==> config.mk <==
export PLATFORM = sky130hd
export DESIGN_NAME = dsp_arith_datapath
export DESIGN_NICKNAME = d
export VERILOG_FILES = /design/src/common/dsp_arith_pkg.sv /design/src/verilog/dsp_arith_datapath.sv
export SDC_FILE = /design/constraint.sdc
export NUM_CORES = 1
export LEC_CHECK = 0
export ABC_AREA = 1
export BUFFER_PORTS_ARGS = -buffer_cell sky130_fd_sc_hd__buf_2
export CORE_MARGIN = 1
export CORE_UTILIZATION = 40
export DETAILED_ROUTE_END_ITERATION = 8
export PLACE_DENSITY_LB_ADDON = 0.2
export SLEW_MARGIN = 30
export SYNTH_ARGS = -nofsm -noshare
export SYNTH_HDL_FRONTEND = slang
export SYNTH_SLANG_ARGS = --single-unit
==> constraint.sdc <==
create_clock -name clk -period 3.1 [get_ports clk]
set_input_delay 0.465 -clock clk [delete_from_list [all_inputs] [get_ports clk]]
set_output_delay 0.465 -clock clk [all_outputs]
set_load 0.1 [all_outputs]
==> src/common/dsp_arith_pkg.sv <==
package dsp_arith_pkg;

  // Data widths of the datapath.
  localparam int WORD_W = 16;
  localparam int ACC_W = 40;

  // Divide iteration count requested by the controller's repeat loop.
  localparam logic [5:0] DIV_STEPS = 6'h12;
  localparam logic [5:0] DIV_LAST_COUNT = 6'h00;

  // Saturation bounds for the 1.15 write path.
  localparam logic [23:0] SAT_POS_LIMIT = 24'h00_7FFF;
  localparam logic [23:0] SAT_NEG_LIMIT = 24'hFF_8000;
  localparam logic [15:0] SAT_POS_WORD = 16'h7FFF;
  localparam logic [15:0] SAT_NEG_WORD = 16'h8000;

  // Sign bit position of the source accumulator.
  localparam int ACC_SIGN_BIT = 39;

  // Reset values.
  localparam logic [15:0] WORD_RESET = 16'h0000;
  localparam logic [39:0] ACC_RESET = 40'h00_0000_0000;

  // Shifter input placement for the X bus word.
  localparam int XBUS_RIGHT_POS = 16;
  localparam int XBUS_LEFT_POS = 0;

  typedef enum logic [2:0] {
    OP_FRACTIONAL_DIVIDE = 3'b000,
    OP_SIGNED_LONG_DIVIDE = 3'b001,
    OP_UNSIGNED_LONG_DIVIDE = 3'b010,
    OP_SIGNED_SHORT_DIVIDE = 3'b011,
    OP_UNSIGNED_SHORT_DIVIDE = 3'b100
  } divide_op_e;

  typedef enum logic [1:0] {
    SRC_ACC_A = 2'b00,
    SRC_ACC_B = 2'b01,
    SRC_XBUS = 2'b10
  } shift_src_e;

  typedef enum logic [1:0] {
    DIV_IDLE = 2'b00,
    DIV_RUN = 2'b01,
    DIV_DONE = 2'b10
  } div_state_e;

  // Divide request from the decode logic.
  typedef struct packed {
    logic step;
    divide_op_e op;
    logic [5:0] repeat_counter;
    logic [15:0] dividend_lo;
    logic [15:0] dividend_hi;
    logic [15:0] divisor;
  } div_req_s;

  // Divide answer towards register write-back.
  typedef struct packed {
    logic valid;
    logic [15:0] working_register_zero;
    logic [15:0] working_register_one;
  } div_rsp_s;

  // Shift request.
  typedef struct packed {
    logic valid;
    shift_src_e src;
    logic arithmetic;
    logic signed [5:0] amount;
    logic [39:0] acc_a;
    logic [39:0] acc_b;
    logic [15:0] xbus;
  } shift_req_s;

  // Saturation request.
  typedef struct packed {
    logic valid;
    logic data_write_saturation_enable;
    logic [23:0] rounded;
    logic acc_sign;
    logic acc_overflow;
    logic round_overflow;
  } sat_req_s;

endpackage

==> src/verilog/dsp_arith_datapath.sv <==
//////////////////////////////////////////////////////////////////////////////
// Function
// [RULE_01] The divider performs fractional, signed and unsigned long, and signed and unsigned short divides.
// [RULE_02] Short divides use the long iteration count, with the dividend zero or sign extended at the first step.
// [RULE_03] Each divide step is driven by the repeat counter, which the divider never loads itself.
// [RULE_04] The controller repeats the divide step 18 times, so a whole divide takes 19 cycles.
// [RULE_05] A divide may be interrupted between steps, and the interrupting code saves the context.
// [RULE_06] Long dividends come from a register pair with the upper half in the higher register; quotient goes to register zero, remainder to register one.
// [RULE_07] The write saturation stage takes a rounded 1.15 value with overflow status and never alters the accumulator.
// [RULE_08] With saturation enabled an input above 0x007FFF writes 0x7FFF.
// [RULE_09] With saturation enabled an input below 0xFF8000 writes 0x8000.
// [RULE_10] The operand sign for saturation is taken from accumulator bit 39.
// [RULE_11] With saturation disabled the rounded value passes unchanged.
// [RULE_12] The shifter does right shifts, arithmetic or logical, or left shifts of up to 16 bits in one cycle.
// [RULE_13] The shifter operand comes from either accumulator or the X bus.
// [RULE_14] The signed shift amount shifts right when positive, left when negative, and not at all when zero.
// [RULE_15] The shifter is 40 bits wide and gives a 40-bit and a 16-bit result.
// [RULE_16] An X bus word enters at bits 16 to 31 for right shifts and at bits 0 to 15 for left shifts.
// [RULE_17] Arithmetic right shifts fill with sign copies; logical right and left shifts fill with zeros.
module dsp_arith_datapath
  import dsp_arith_pkg::*;
(
  input wire logic clk,
  input wire logic rst,
  input div_req_s div_req,
  output div_rsp_s div_rsp,
  output logic div_busy,
  input shift_req_s shift_req,
  output logic [39:0] shift_acc_result,
  output logic [15:0] shift_word_result,
  output logic shift_valid,
  input sat_req_s sat_req,
  output logic [15:0] sat_word,
  output logic sat_valid
);

  //////////////////////////////////////////////////////////////////////////////
  // Divide unit: restoring divider, one quotient bit per repeated step until 16 bits are done.

  div_state_e state_q, state_d;
  logic [31:0] rem_q, rem_d;       // Partial remainder and shifted dividend.
  logic [15:0] quot_q, quot_d;
  logic [15:0] dvsr_q, dvsr_d;
  logic neg_quot_q, neg_quot_d;
  logic neg_rem_q, neg_rem_d;
  logic [4:0] bit_cnt_q, bit_cnt_d;
  div_rsp_s rsp_q, rsp_d;
  logic busy_q, busy_d;

  logic is_signed, is_long, is_frac;
  logic [31:0] dividend_ext;
  logic [31:0] dividend_mag;
  logic [15:0] divisor_mag;
  logic [16:0] trial;
  logic [32:0] shifted;

  // Operand preparation for the first step.
  always_comb begin
    is_signed = (div_req.op == OP_FRACTIONAL_DIVIDE) || (div_req.op == OP_SIGNED_LONG_DIVIDE) ||
                (div_req.op == OP_SIGNED_SHORT_DIVIDE);  // [RULE_01]
    is_long = (div_req.op == OP_SIGNED_LONG_DIVIDE) ||
              (div_req.op == OP_UNSIGNED_LONG_DIVIDE);
    is_frac = (div_req.op == OP_FRACTIONAL_DIVIDE);
    if (is_frac) begin
      // Fractional: dividend is a 1.15 value scaled above the divisor.
      dividend_ext = {div_req.dividend_lo, 16'h0000};  // [RULE_01]
    end else if (is_long) begin
      dividend_ext = {div_req.dividend_hi, div_req.dividend_lo};  // [RULE_06]
    end else if (is_signed) begin
      dividend_ext = {{16{div_req.dividend_lo[15]}}, div_req.dividend_lo};  // [RULE_02]
    end else begin
      dividend_ext = {16'h0000, div_req.dividend_lo};  // [RULE_02]
    end
    if (is_signed && dividend_ext[31]) begin
      dividend_mag = 32'(-dividend_ext);
    end else begin
      dividend_mag = dividend_ext;
    end
    if (is_signed && div_req.divisor[15]) begin
      divisor_mag = 16'(-div_req.divisor);
    end else begin
      divisor_mag = div_req.divisor;
    end
  end

  // Next state of the divider; steps happen only when the controller repeats them.
  always_comb begin
    state_d = state_q;
    rem_d = rem_q;
    quot_d = quot_q;
    dvsr_d = dvsr_q;
    neg_quot_d = neg_quot_q;
    neg_rem_d = neg_rem_q;
    bit_cnt_d = bit_cnt_q;
    rsp_d = rsp_q;
    rsp_d.valid = 1'b0;
    busy_d = busy_q;
    shifted = {rem_q, 1'b0};
    trial = 17'(shifted[32:16]) - {1'b0, dvsr_q};
    case (state_q)
      DIV_IDLE: begin
        // The count is only read, never written here.
        if (div_req.step && div_req.repeat_counter == DIV_STEPS - 6'h01) begin  // [RULE_03]
          rem_d = dividend_mag;
          dvsr_d = divisor_mag;
          quot_d = WORD_RESET;
          neg_quot_d = is_signed && (dividend_ext[31] ^ div_req.divisor[15]);
          neg_rem_d = is_signed && dividend_ext[31];
          bit_cnt_d = 5'h10;
          busy_d = 1'b1;
          state_d = DIV_RUN;
        end
      end
      DIV_RUN: begin
        // A missing step simply holds the state, so an interrupt can cut in.
        if (div_req.step) begin  // [RULE_05]
          if (bit_cnt_q != 5'h00) begin
            if (!trial[16]) begin
              rem_d = {trial[15:0], shifted[15:0]};
              quot_d = {quot_q[14:0], 1'b1};
            end else begin
              rem_d = shifted[31:0];
              quot_d = {quot_q[14:0], 1'b0};
            end
            bit_cnt_d = bit_cnt_q - 5'h01;
          end
          if (div_req.repeat_counter == DIV_LAST_COUNT) begin  // [RULE_04]
            state_d = DIV_DONE;
          end
        end
      end
      DIV_DONE: begin
        // Quotient to register zero, remainder to register one.
        rsp_d.valid = 1'b1;
        rsp_d.working_register_zero = neg_quot_q ? 16'(-quot_q) : quot_q;  // [RULE_06]
        rsp_d.working_register_one = neg_rem_q ? 16'(-rem_q[31:16]) : rem_q[31:16];
        busy_d = 1'b0;
        state_d = DIV_IDLE;
      end
      default: begin
        state_d = DIV_IDLE;
        busy_d = 1'b0;
      end
    endcase
  end

  always_ff @(posedge clk) begin
    if (rst) begin
      state_q <= DIV_IDLE;
      rem_q <= 32'h0000_0000;
      quot_q <= WORD_RESET;
      dvsr_q <= WORD_RESET;
      neg_quot_q <= 1'b0;
      neg_rem_q <= 1'b0;
      bit_cnt_q <= 5'h00;
      rsp_q <= '0;
      busy_q <= 1'b0;
    end else begin
      state_q <= state_d;
      rem_q <= rem_d;
      quot_q <= quot_d;
      dvsr_q <= dvsr_d;
      neg_quot_q <= neg_quot_d;
      neg_rem_q <= neg_rem_d;
      bit_cnt_q <= bit_cnt_d;
      rsp_q <= rsp_d;
      busy_q <= busy_d;
    end
  end

  assign div_rsp = rsp_q;
  assign div_busy = busy_q;

  //////////////////////////////////////////////////////////////////////////////
  // Barrel shifter, 40 bits, one result per cycle.

  logic [39:0] operand;
  logic [39:0] shift_d, shift_q;
  logic [15:0] word_d, word_q;
  logic valid_d, valid_q;
  logic [5:0] mag;
  logic right;

  always_comb begin
    right = !shift_req.amount[5];
    mag = right ? shift_req.amount : 6'(-shift_req.amount);  // [RULE_14]
    case (shift_req.src)  // [RULE_13]
      SRC_ACC_A: operand = shift_req.acc_a;
      SRC_ACC_B: operand = shift_req.acc_b;
      SRC_XBUS: begin
        if (right) begin
          operand = {{8{shift_req.arithmetic & shift_req.xbus[15]}}, shift_req.xbus,
                     16'h0000};  // [RULE_16]
        end else begin
          operand = {24'h00_0000, shift_req.xbus};  // [RULE_16]
        end
      end
      default: operand = ACC_RESET;
    endcase
    // Limit to 16 positions; larger magnitudes saturate at 16.
    if (mag > 6'h10) begin  // [RULE_12]
      mag = 6'h10;
    end
    if (right) begin
      shift_d = shift_req.arithmetic ? 40'($signed(operand) >>> mag)
                                     : operand >> mag;  // [RULE_17]
    end else begin
      shift_d = operand << mag;  // [RULE_17]
    end
    // Word result: X bus right shifts read the X bus window, all other shifts the low word.
    word_d = (shift_req.src == SRC_XBUS && right) ? shift_d[31:16] : shift_d[15:0];  // [RULE_15]
    valid_d = shift_req.valid;
  end

  always_ff @(posedge clk) begin
    if (rst) begin
      shift_q <= ACC_RESET;
      word_q <= WORD_RESET;
      valid_q <= 1'b0;
    end else begin
      shift_q <= shift_d;  // [RULE_15]
      word_q <= word_d;
      valid_q <= valid_d;
    end
  end

  assign shift_acc_result = shift_q;
  assign shift_word_result = word_q;
  assign shift_valid = valid_q;

  //////////////////////////////////////////////////////////////////////////////
  // Data write saturation; the accumulator itself is never written here.

  logic [15:0] sat_d, sat_q;
  logic sat_valid_d, sat_valid_q;
  logic over_pos, over_neg;

  always_comb begin
    // Sign comes from accumulator bit 39, so an overflowed value clamps the right way.
    over_pos = !sat_req.acc_sign &&
               ((sat_req.rounded > SAT_POS_LIMIT) || sat_req.acc_overflow ||
                sat_req.round_overflow);  // [RULE_10]
    over_neg = sat_req.acc_sign &&
               ((sat_req.rounded < SAT_NEG_LIMIT) || sat_req.acc_overflow);  // [RULE_10]
    if (!sat_req.data_write_saturation_enable) begin
      sat_d = sat_req.rounded[15:0];  // [RULE_11]
    end else if (over_pos) begin
      sat_d = SAT_POS_WORD;  // [RULE_08]
    end else if (over_neg) begin
      sat_d = SAT_NEG_WORD;  // [RULE_09]
    end else begin
      sat_d = sat_req.rounded[15:0];  // [RULE_07]
    end
    sat_valid_d = sat_req.valid;
  end

  always_ff @(posedge clk) begin
    if (rst) begin
      sat_q <= WORD_RESET;
      sat_valid_q <= 1'b0;
    end else begin
      sat_q <= sat_d;
      sat_valid_q <= sat_valid_d;
    end
  end

  assign sat_word = sat_q;
  assign sat_valid = sat_valid_q;

endmodule

==> results.sh, run 1 <==
export IMPL_nets=3201
export IMPL_clkLatencyLatePin_ns=0.47
export IMPL_synth_seq_cells=181
export IMPL_power_total_w=0.0111
export IMPL_dieArea_mm2=0.0392
export IMPL_clockBufferDepth=2
export IMPL_clock_sinks=181
export IMPL_netlist_top_cells_area="dfxtp_1 (24%), nand2_1 (19%), nand3_1 (16%)"
export IMPL_synth_main_ff_cell="dfxtp_1"
export IMPL_pwr_share_clk=0.196
export IMPL_critPathLaunchType="flop"
export IMPL_worst_setup_path_end_kind="flop"
export IMPL_fillers=4088
export IMPL_comb_power_share=0.561
export IMPL_reg2reg_depth=16
export IMPL_first_iter_violations=1690
export IMPL_p_int_w=0.00563
export IMPL_syn_cell_area_mm2=0.0154
export IMPL_crit_start="rem_q[15]"
export IMPL_yosys_warnings=0
export IMPL_skew_ns=0.0114
export IMPL_path_clk_slew_ns=0.07
export IMPL_grt_pass1_wl_um=102000
export IMPL_start_util=0.407
export IMPL_drc=0
export IMPL_max_slew_margin_rel=0.424
export IMPL_synth_top_area_cell="dfxtp_1"
export IMPL_rsz0062_at_grt="no"
export IMPL_postPlaceCellArea_mm2=0.0180
export IMPL_async_flop_share=0
export IMPL_pwr_density_cell_mw_per_mm2=596
export IMPL_grt_pass1_vias=17576
export IMPL_crit_path_end="rem_q[26]"
export IMPL_dr_pass1_iters=6
export IMPL_r2r_start="rem_q[15]"
export IMPL_vdd_drop_max_v=0.000471
export IMPL_regArea_mm2=0.00362
export IMPL_grt_use_total=0.341
export IMPL_hpwlAfterDp_um=53200
export IMPL_pwr_share_seq=0.244
export IMPL_syn_avg_cell_area_um2=5.76
export IMPL_syn_num_nets=2889
export IMPL_grt_max_degree=79
export IMPL_die_w_um=198
export IMPL_gp_congestion=0.998
export IMPL_portBuffers=302
export IMPL_status="complete, no violations"
export IMPL_layout_drive_gt1_share=0.185
export IMPL_cts_tree="built"
export IMPL_path_class="flop to flop"
export IMPL_period_share=0.931
export IMPL_fin_util=0.494
export IMPL_multi_input_area_mm2=0.0100
export IMPL_holdBufCountCts=0
export IMPL_core_region_area_mm2=0.0378
export IMPL_crit_arrival_ns=3.26
export IMPL_syn_to_final_growth_pct=21.3
export IMPL_root_buffer="clkbuf_16"
export IMPL_fin_area_mm2=0.0186
export IMPL_pin_count=303
export IMPL_synth_top_area_frac=0.236
export IMPL_tightest_slew_ns=0.864
export IMPL_htreeDepth=4
export IMPL_fmax_ghz=0.347
export IMPL_numCtsBuffers=17
export IMPL_rr_endpoint="rem_q[26]"
export IMPL_fin_crit_ns=2.89
export IMPL_final_max_slew_violation_count=0
export IMPL_overflow=0
export IMPL_viasPerCell=5.53
export IMPL_hp_class="input pin to flop"
export IMPL_synth_seq_area_share=0.236
export IMPL_final_antenna_net_count=0
export IMPL_cp_required_ns=3.47
export IMPL_finalHoldViolCount=0
export IMPL_power_switching_w=0.00548
export IMPL_p_sw_frac=0.493
export IMPL_leakage_nw=9.62
export IMPL_worst_path_max_fanout=6
export IMPL_final_setup_viol_count=0
export IMPL_vias=19387
export IMPL_cap_violations=0
export IMPL_finalWirelength_um=67100
export IMPL_wl_per_cell_um=19.1
export IMPL_fin_setup_tns_ns=0
export IMPL_die_h_um=198
export IMPL_netlist_instances=2670
export IMPL_r2r_slack_ns=0.21
export IMPL_diodes=0
export IMPL_yosysUniqueCellTypes=55
export IMPL_rows=71
export IMPL_antenna_found_initial=3
export IMPL_synth_edf_count=0
critical path: stages, from the launching register on:
cell and delay (ns):
dfxtp_2 0.38, inv_1 0.06, ha_1 0.25, fa_1 0.42, nand3b_1 0.18, nand2_1 0.10
a21oi_1 0.11, o21ai_2 0.20, nand3_1 0.13, nand2_1 0.08, nand2_1 0.06, nand2_2 0.15
clkinvlp_4 0.18, o211ai_1 0.20, nand3_1 0.16, nand2_1 0.09, inv_1 0.04
sequential cells by signal, indices dropped and copies added (netlist names):
register / cells
state_q: 2
neg_quot_q: 1
shift_word_result: 16
dvsr_q: 16
div_busy: 1
neg_rem_q: 1
sat_word: 16
shift_valid: 1
sat_valid: 1
bit_cnt_q: 5
div_rsp: 33
rem_q: 32
shift_acc_result: 40
quot_q: 16
cell usage after synthesis (4+ instances only):
master and number:
nand2_1 772, nand4_1 26, xor2_1 37, buf_1 16, nand3b_1 10, nand3_2 12
o21ai_1 15, a31oi_1 20, inv_2 8, nor3_1 33, buf_6 10, nand3_1 488
nor2_1 200, buf_2 46, clkbuf_1 75, or2_2 8, xnor2_1 17, a22oi_1 12
o31ai_1 7, inv_1 254, ha_1 23, dfxtp_1 181, o22ai_1 15, a21oi_1 180
a211oi_1 4, o221ai_1 5, nand2_2 23, o21ai_0 103, buf_4 5, o211ai_1 18
metal layers:
layer  share of wire  track usage  wire length (um)
met3           0.075       0.0501              5070
met2            0.45        0.539             30000
met5               0            0                 0
met1            0.46        0.481             30700
met4           0.020       0.0896              1330
worst min path at each step:
| stage | start | to | depth (start not counted) |
|---|---|---|---|
| finish | shift_req[105] | shift_valid | 3 |
| global route | sat_req[28] | sat_valid | 3 |
| CTS | shift_req[105] | shift_valid | 3 |
| detailed placement | rem_q[0] | rem_q[0] | 2 |
| global placement | rem_q[0] | rem_q[0] | 2 |
| floorplan | dvsr_q[5] | dvsr_q[5] | 2 |
power groups by stage:
stage          registers (W)  clock network, W  logic (W)
3_3_place_gp         0.00275                 0    0.00594
5_1_grt              0.00273           0.00232    0.00677
4_1_cts              0.00270           0.00223    0.00599
3_5_place_dp         0.00275                 0    0.00594
2_1_floorplan        0.00350                 0    0.00330
6_report             0.00271           0.00217    0.00622
cells by family (layout without fill, tap and decap cells):
| logic type | count (synthesis) | count (layout) | synth area share |
|---|---|---|---|
| flip-flops | 181 | 181 | 0.236 |
| AND/OR/NAND/NOR | 1591 | 1591 | 0.453 |
| AO/OA/AOI/OAI | 400 | 400 | 0.146 |
| buffers and inverters | 420 | 745 | 0.114 |
| adder cells (fa/ha/maj) | 24 | 24 | 0.0200 |
| XOR/XNOR | 54 | 54 | 0.0308 |
layout make-up:
| cell class | count | share of cell area |
|---|---|---|
| repair buffers | 446 | 0.148 |
| well taps | 511 | 0.0343 |
| clock buffers | 19 | 0.0238 |
| repair inverters | 1 | 0.000403 |
| inverters | 266 | 0.0539 |
| multi-input cells | 2069 | 0.538 |
| clock inverters | 13 | 0.00738 |
| flip-flops and latches | 181 | 0.194 |
through the flow:
step | hold WS, ns | instances | setup slack [ns]
2_1_floorplan | 0.440 | 2670 | 0.406
5_1_grt | 0.195 | 3506 | 0.0504
3_5_place_dp | 0.462 | 3472 | -0.136
3_3_place_gp | 0.452 | 3472 | -0.205
6_report | 0.208 | 3506 | 0.215
4_1_cts | 0.168 | 3504 | 0.0401
cells in the final DEF, fill, tap and decap left out, types with 4 or more instances in the layout:
| master | instances |
|---|---|
| nor3_1 | 33 |
| o211ai_1 | 18 |
| nand3_2 | 12 |
| ha_1 | 23 |
| dfxtp_1 | 180 |
| buf_12 | 13 |
| nand3_1 | 488 |
| nor2_4 | 4 |
| nand3b_1 | 10 |
| o21ai_1 | 15 |
| o21ai_0 | 102 |
| inv_2 | 9 |
| o22ai_1 | 15 |
| buf_4 | 131 |
| inv_8 | 4 |
| a31oi_1 | 20 |
| nand2_1 | 771 |
| nor2_1 | 194 |
| nor2_2 | 6 |
| a21oi_1 | 180 |
| clkbuf_16 | 17 |
| o31ai_1 | 7 |
| xor2_1 | 37 |
| nand2_2 | 24 |
| xnor2_1 | 17 |
| o221ai_1 | 5 |
| a22oi_1 | 12 |
| nand4_1 | 26 |
| inv_1 | 253 |
| a211oi_1 | 4 |
| clkinvlp_4 | 5 |
| or2_2 | 8 |
| buf_2 | 301 |
what timing repair did:
| action | 4_1_cts | 5_1_grt |
|---|---|---|
| cloned | 0 | 1 |
| resized for setup | 2 | 5 |
| setup buffers | 0 | 1 |
| setup endpoints to repair | 5 | 17 |
Power figures use the tool's default switching activity.
==> run 2: changes to the inputs <==
--- a/config.mk
+++ b/config.mk
@@ -9,6 +9,7 @@
 export BUFFER_PORTS_ARGS = -buffer_cell sky130_fd_sc_hd__buf_2
 export CORE_MARGIN = 1
 export CORE_UTILIZATION = 40
+export CTS_BUF_LIST = sky130_fd_sc_hd__clkbuf_4 sky130_fd_sc_hd__clkbuf_8
 export DETAILED_ROUTE_END_ITERATION = 8
 export PLACE_DENSITY_LB_ADDON = 0.2
 export SLEW_MARGIN = 30
==> constraint.sdc (replaced) <==
create_clock -name clk -period 3.35 [get_ports clk]
set_input_delay 0.5025 -clock clk [delete_from_list [all_inputs] [get_ports clk]]
set_output_delay 0.5025 -clock clk [all_outputs]
set_load 0.1 [all_outputs]
==> run 2 against run 1 <==
- die area is the same
- routed wire length shrank 0.85%
- highest routed layer unchanged
- worst setup slack gained 0.033 ns
==> results.sh, run 2 (synthesis gave the netlist of run 1 again) <==
export IMPL_critPathLaunchType="flop"
export IMPL_antenna_found_initial=1
export IMPL_fmax_ghz=0.322
export IMPL_leakage_nw=9.29
export IMPL_cap_violations=0
export IMPL_diodes=0
export IMPL_largest_reg_flops=40
export IMPL_worst_setup_path_end_kind="flop"
export IMPL_postCtsSetupBuffers=0
export IMPL_vdd_drop_max_v=0.000477
export IMPL_postPlaceCellArea_mm2=0.0176
export IMPL_crit_arrival_ns=3.51
export IMPL_first_iter_violations=1747
export IMPL_dieArea_mm2=0.0392
export IMPL_pin_count=303
export IMPL_skew_ns=0.0213
export IMPL_holdBufCountCts=0
export IMPL_finalWirelength_um=66600
export IMPL_clkLatencyLatePin_ns=0.52
export IMPL_period_share=0.926
export IMPL_cp_slowest_cell="dfxtp_1"
export IMPL_slowest_delay_ns=0.43
export IMPL_rows=71
export IMPL_cts_tree="built"
export IMPL_wl_per_cell_um=19.3
export IMPL_grt_max_degree=88
export IMPL_fin_setup_tns_ns=0
export IMPL_vias=19102
export IMPL_cp_top_family="simple AND/OR/NAND/NOR gates"
export IMPL_path_clk_slew_ns=0.10
export IMPL_root_buffer="clkbuf_8"
export IMPL_cp_required_ns=3.76
export IMPL_finalHoldViolCount=0
export IMPL_start_util=0.407
export IMPL_dr_pass1_iters=6
export IMPL_fillers=4143
export IMPL_worst_path_max_fanout=13
export IMPL_numCtsBuffers=17
export IMPL_core_region_area_mm2=0.0378
export IMPL_pwr_density_cell_mw_per_mm2=524
export IMPL_grt_use_total=0.337
export IMPL_htreeDepth=4
export IMPL_viasPerCell=5.54
export IMPL_critPathBufInv=3
export IMPL_rsz0062_at_grt="no"
export IMPL_timing_hold_ws_ns=0.188
export IMPL_portBuffers=302
export IMPL_die_h_um=198
export IMPL_clockBufferDepth=2
export IMPL_status="complete, no violations"
export IMPL_path_cells="inv_1 -> ha_1 -> fa_1 -> nand3b_1 -> nand2_1 -> a21oi_1 -> o21ai_0 -> nand3_1 -> nand3_1 -> nand2_1 -> inv_1 -> nand3_1 -> o211ai_1 -> nand3_1 -> nand2_1 -> inv_1"
export IMPL_power_total_w=0.00947
export IMPL_tightest_slew_ns=0.780
export IMPL_path_class="flop to flop"
export IMPL_overflow=0
export IMPL_cts_resized_gates=0
export IMPL_stdcell_count=3449
export IMPL_clock_sinks=181
export IMPL_mostFrequentLayoutCells="nand2_1 (772), nand3_1 (488), buf_2 (301), inv_1 (254), nor2_1 (193)"
export IMPL_final_max_slew_violation_count=0
export IMPL_nets=3144
export IMPL_final_common_cell="nand2_1"
export IMPL_grt_pass1_vias=17233
export IMPL_final_setup_viol_count=0
export IMPL_syn_to_final_growth_pct=17.5
export IMPL_gp_congestion=1.01
export IMPL_grt_pass1_wl_um=101000
export IMPL_drc=0
export IMPL_hpwlAfterDp_um=52600
export IMPL_layout_drive_gt1_share=0.168
export IMPL_dp_cells=3417
export IMPL_crit_path_frequent_cell="nand3_1"
export IMPL_hp_class="input pin to flop"
export IMPL_fin_crit_ns=3.10
export IMPL_die_w_um=198
export IMPL_fin_area_mm2=0.0181
export IMPL_max_slew_margin_rel=0.480
export IMPL_final_antenna_net_count=0
-- run 2: cell types whose count changed in the layout (fill, tap and decap cells not counted), moves of 2 or more --
cell | before | now
clkinv_8 | 0 | 2
clkbuf_8 | 1 | 18
buf_4 | 131 | 75
clkbuf_16 | 17 | 0
inv_8 | 4 | 1
clkinvlp_4 | 5 | 2
-- run 2: worst paths after layout --
check	start	endpoint	slack (ns)	cells past startpoint
setup reg to reg	rem_q[15]	rem_q[26]	0.25	16
hold / removal	sat_req[28]	sat_valid	0.19	3
setup / recovery	rem_q[15]	rem_q[26]	0.25	16
hold reg to reg	rem_q[0]	rem_q[0]	0.48	2
-- run 2: per-stage QoR --
| step | util | setup WS [ns] |
|---|---|---|
| 5_1_grt | 0.478 | 0.000497 |
| 4_1_cts | 0.478 | 0.293 |
| 6_report | 0.478 | 0.248 |
| 2_1_floorplan | - | 0.656 |
| 3_3_place_gp | 0.467 | 0.0928 |
| 3_5_place_dp | 0.467 | 0.191 |
-- run 2: routing by layer --
layer | GRT usage | share of wire | wire length, um
met5 | 0 | 0 | 0
met4 | 0.0965 | 0.026 | 1720
met3 | 0.0378 | 0.065 | 4340
met2 | 0.523 | 0.44 | 29300
met1 | 0.486 | 0.47 | 31200
-- run 2: tightest hold or removal path, stage by stage --
cell	delay, ns
buf_2	0.09
inv_1	0.04
nor2_1	0.03
-- run 2: final cells by class --
class,instances,area [um^2],area share
well taps,511,639,0.0354
multi-input cells,2069,10000,0.555
clock inverters,13,168,0.00928
inverters,266,1000,0.0554
flip-flops and latches,181,3620,0.201
repair buffers,390,2350,0.130
clock buffers,19,255,0.0141
-- run 2: power by group --
part	leakage, nW	switching, W	internal, W
clock	0.209	0.000881	0.000715
sequential	1.48	0.000144	0.00237
combinational	7.61	0.00383	0.00153
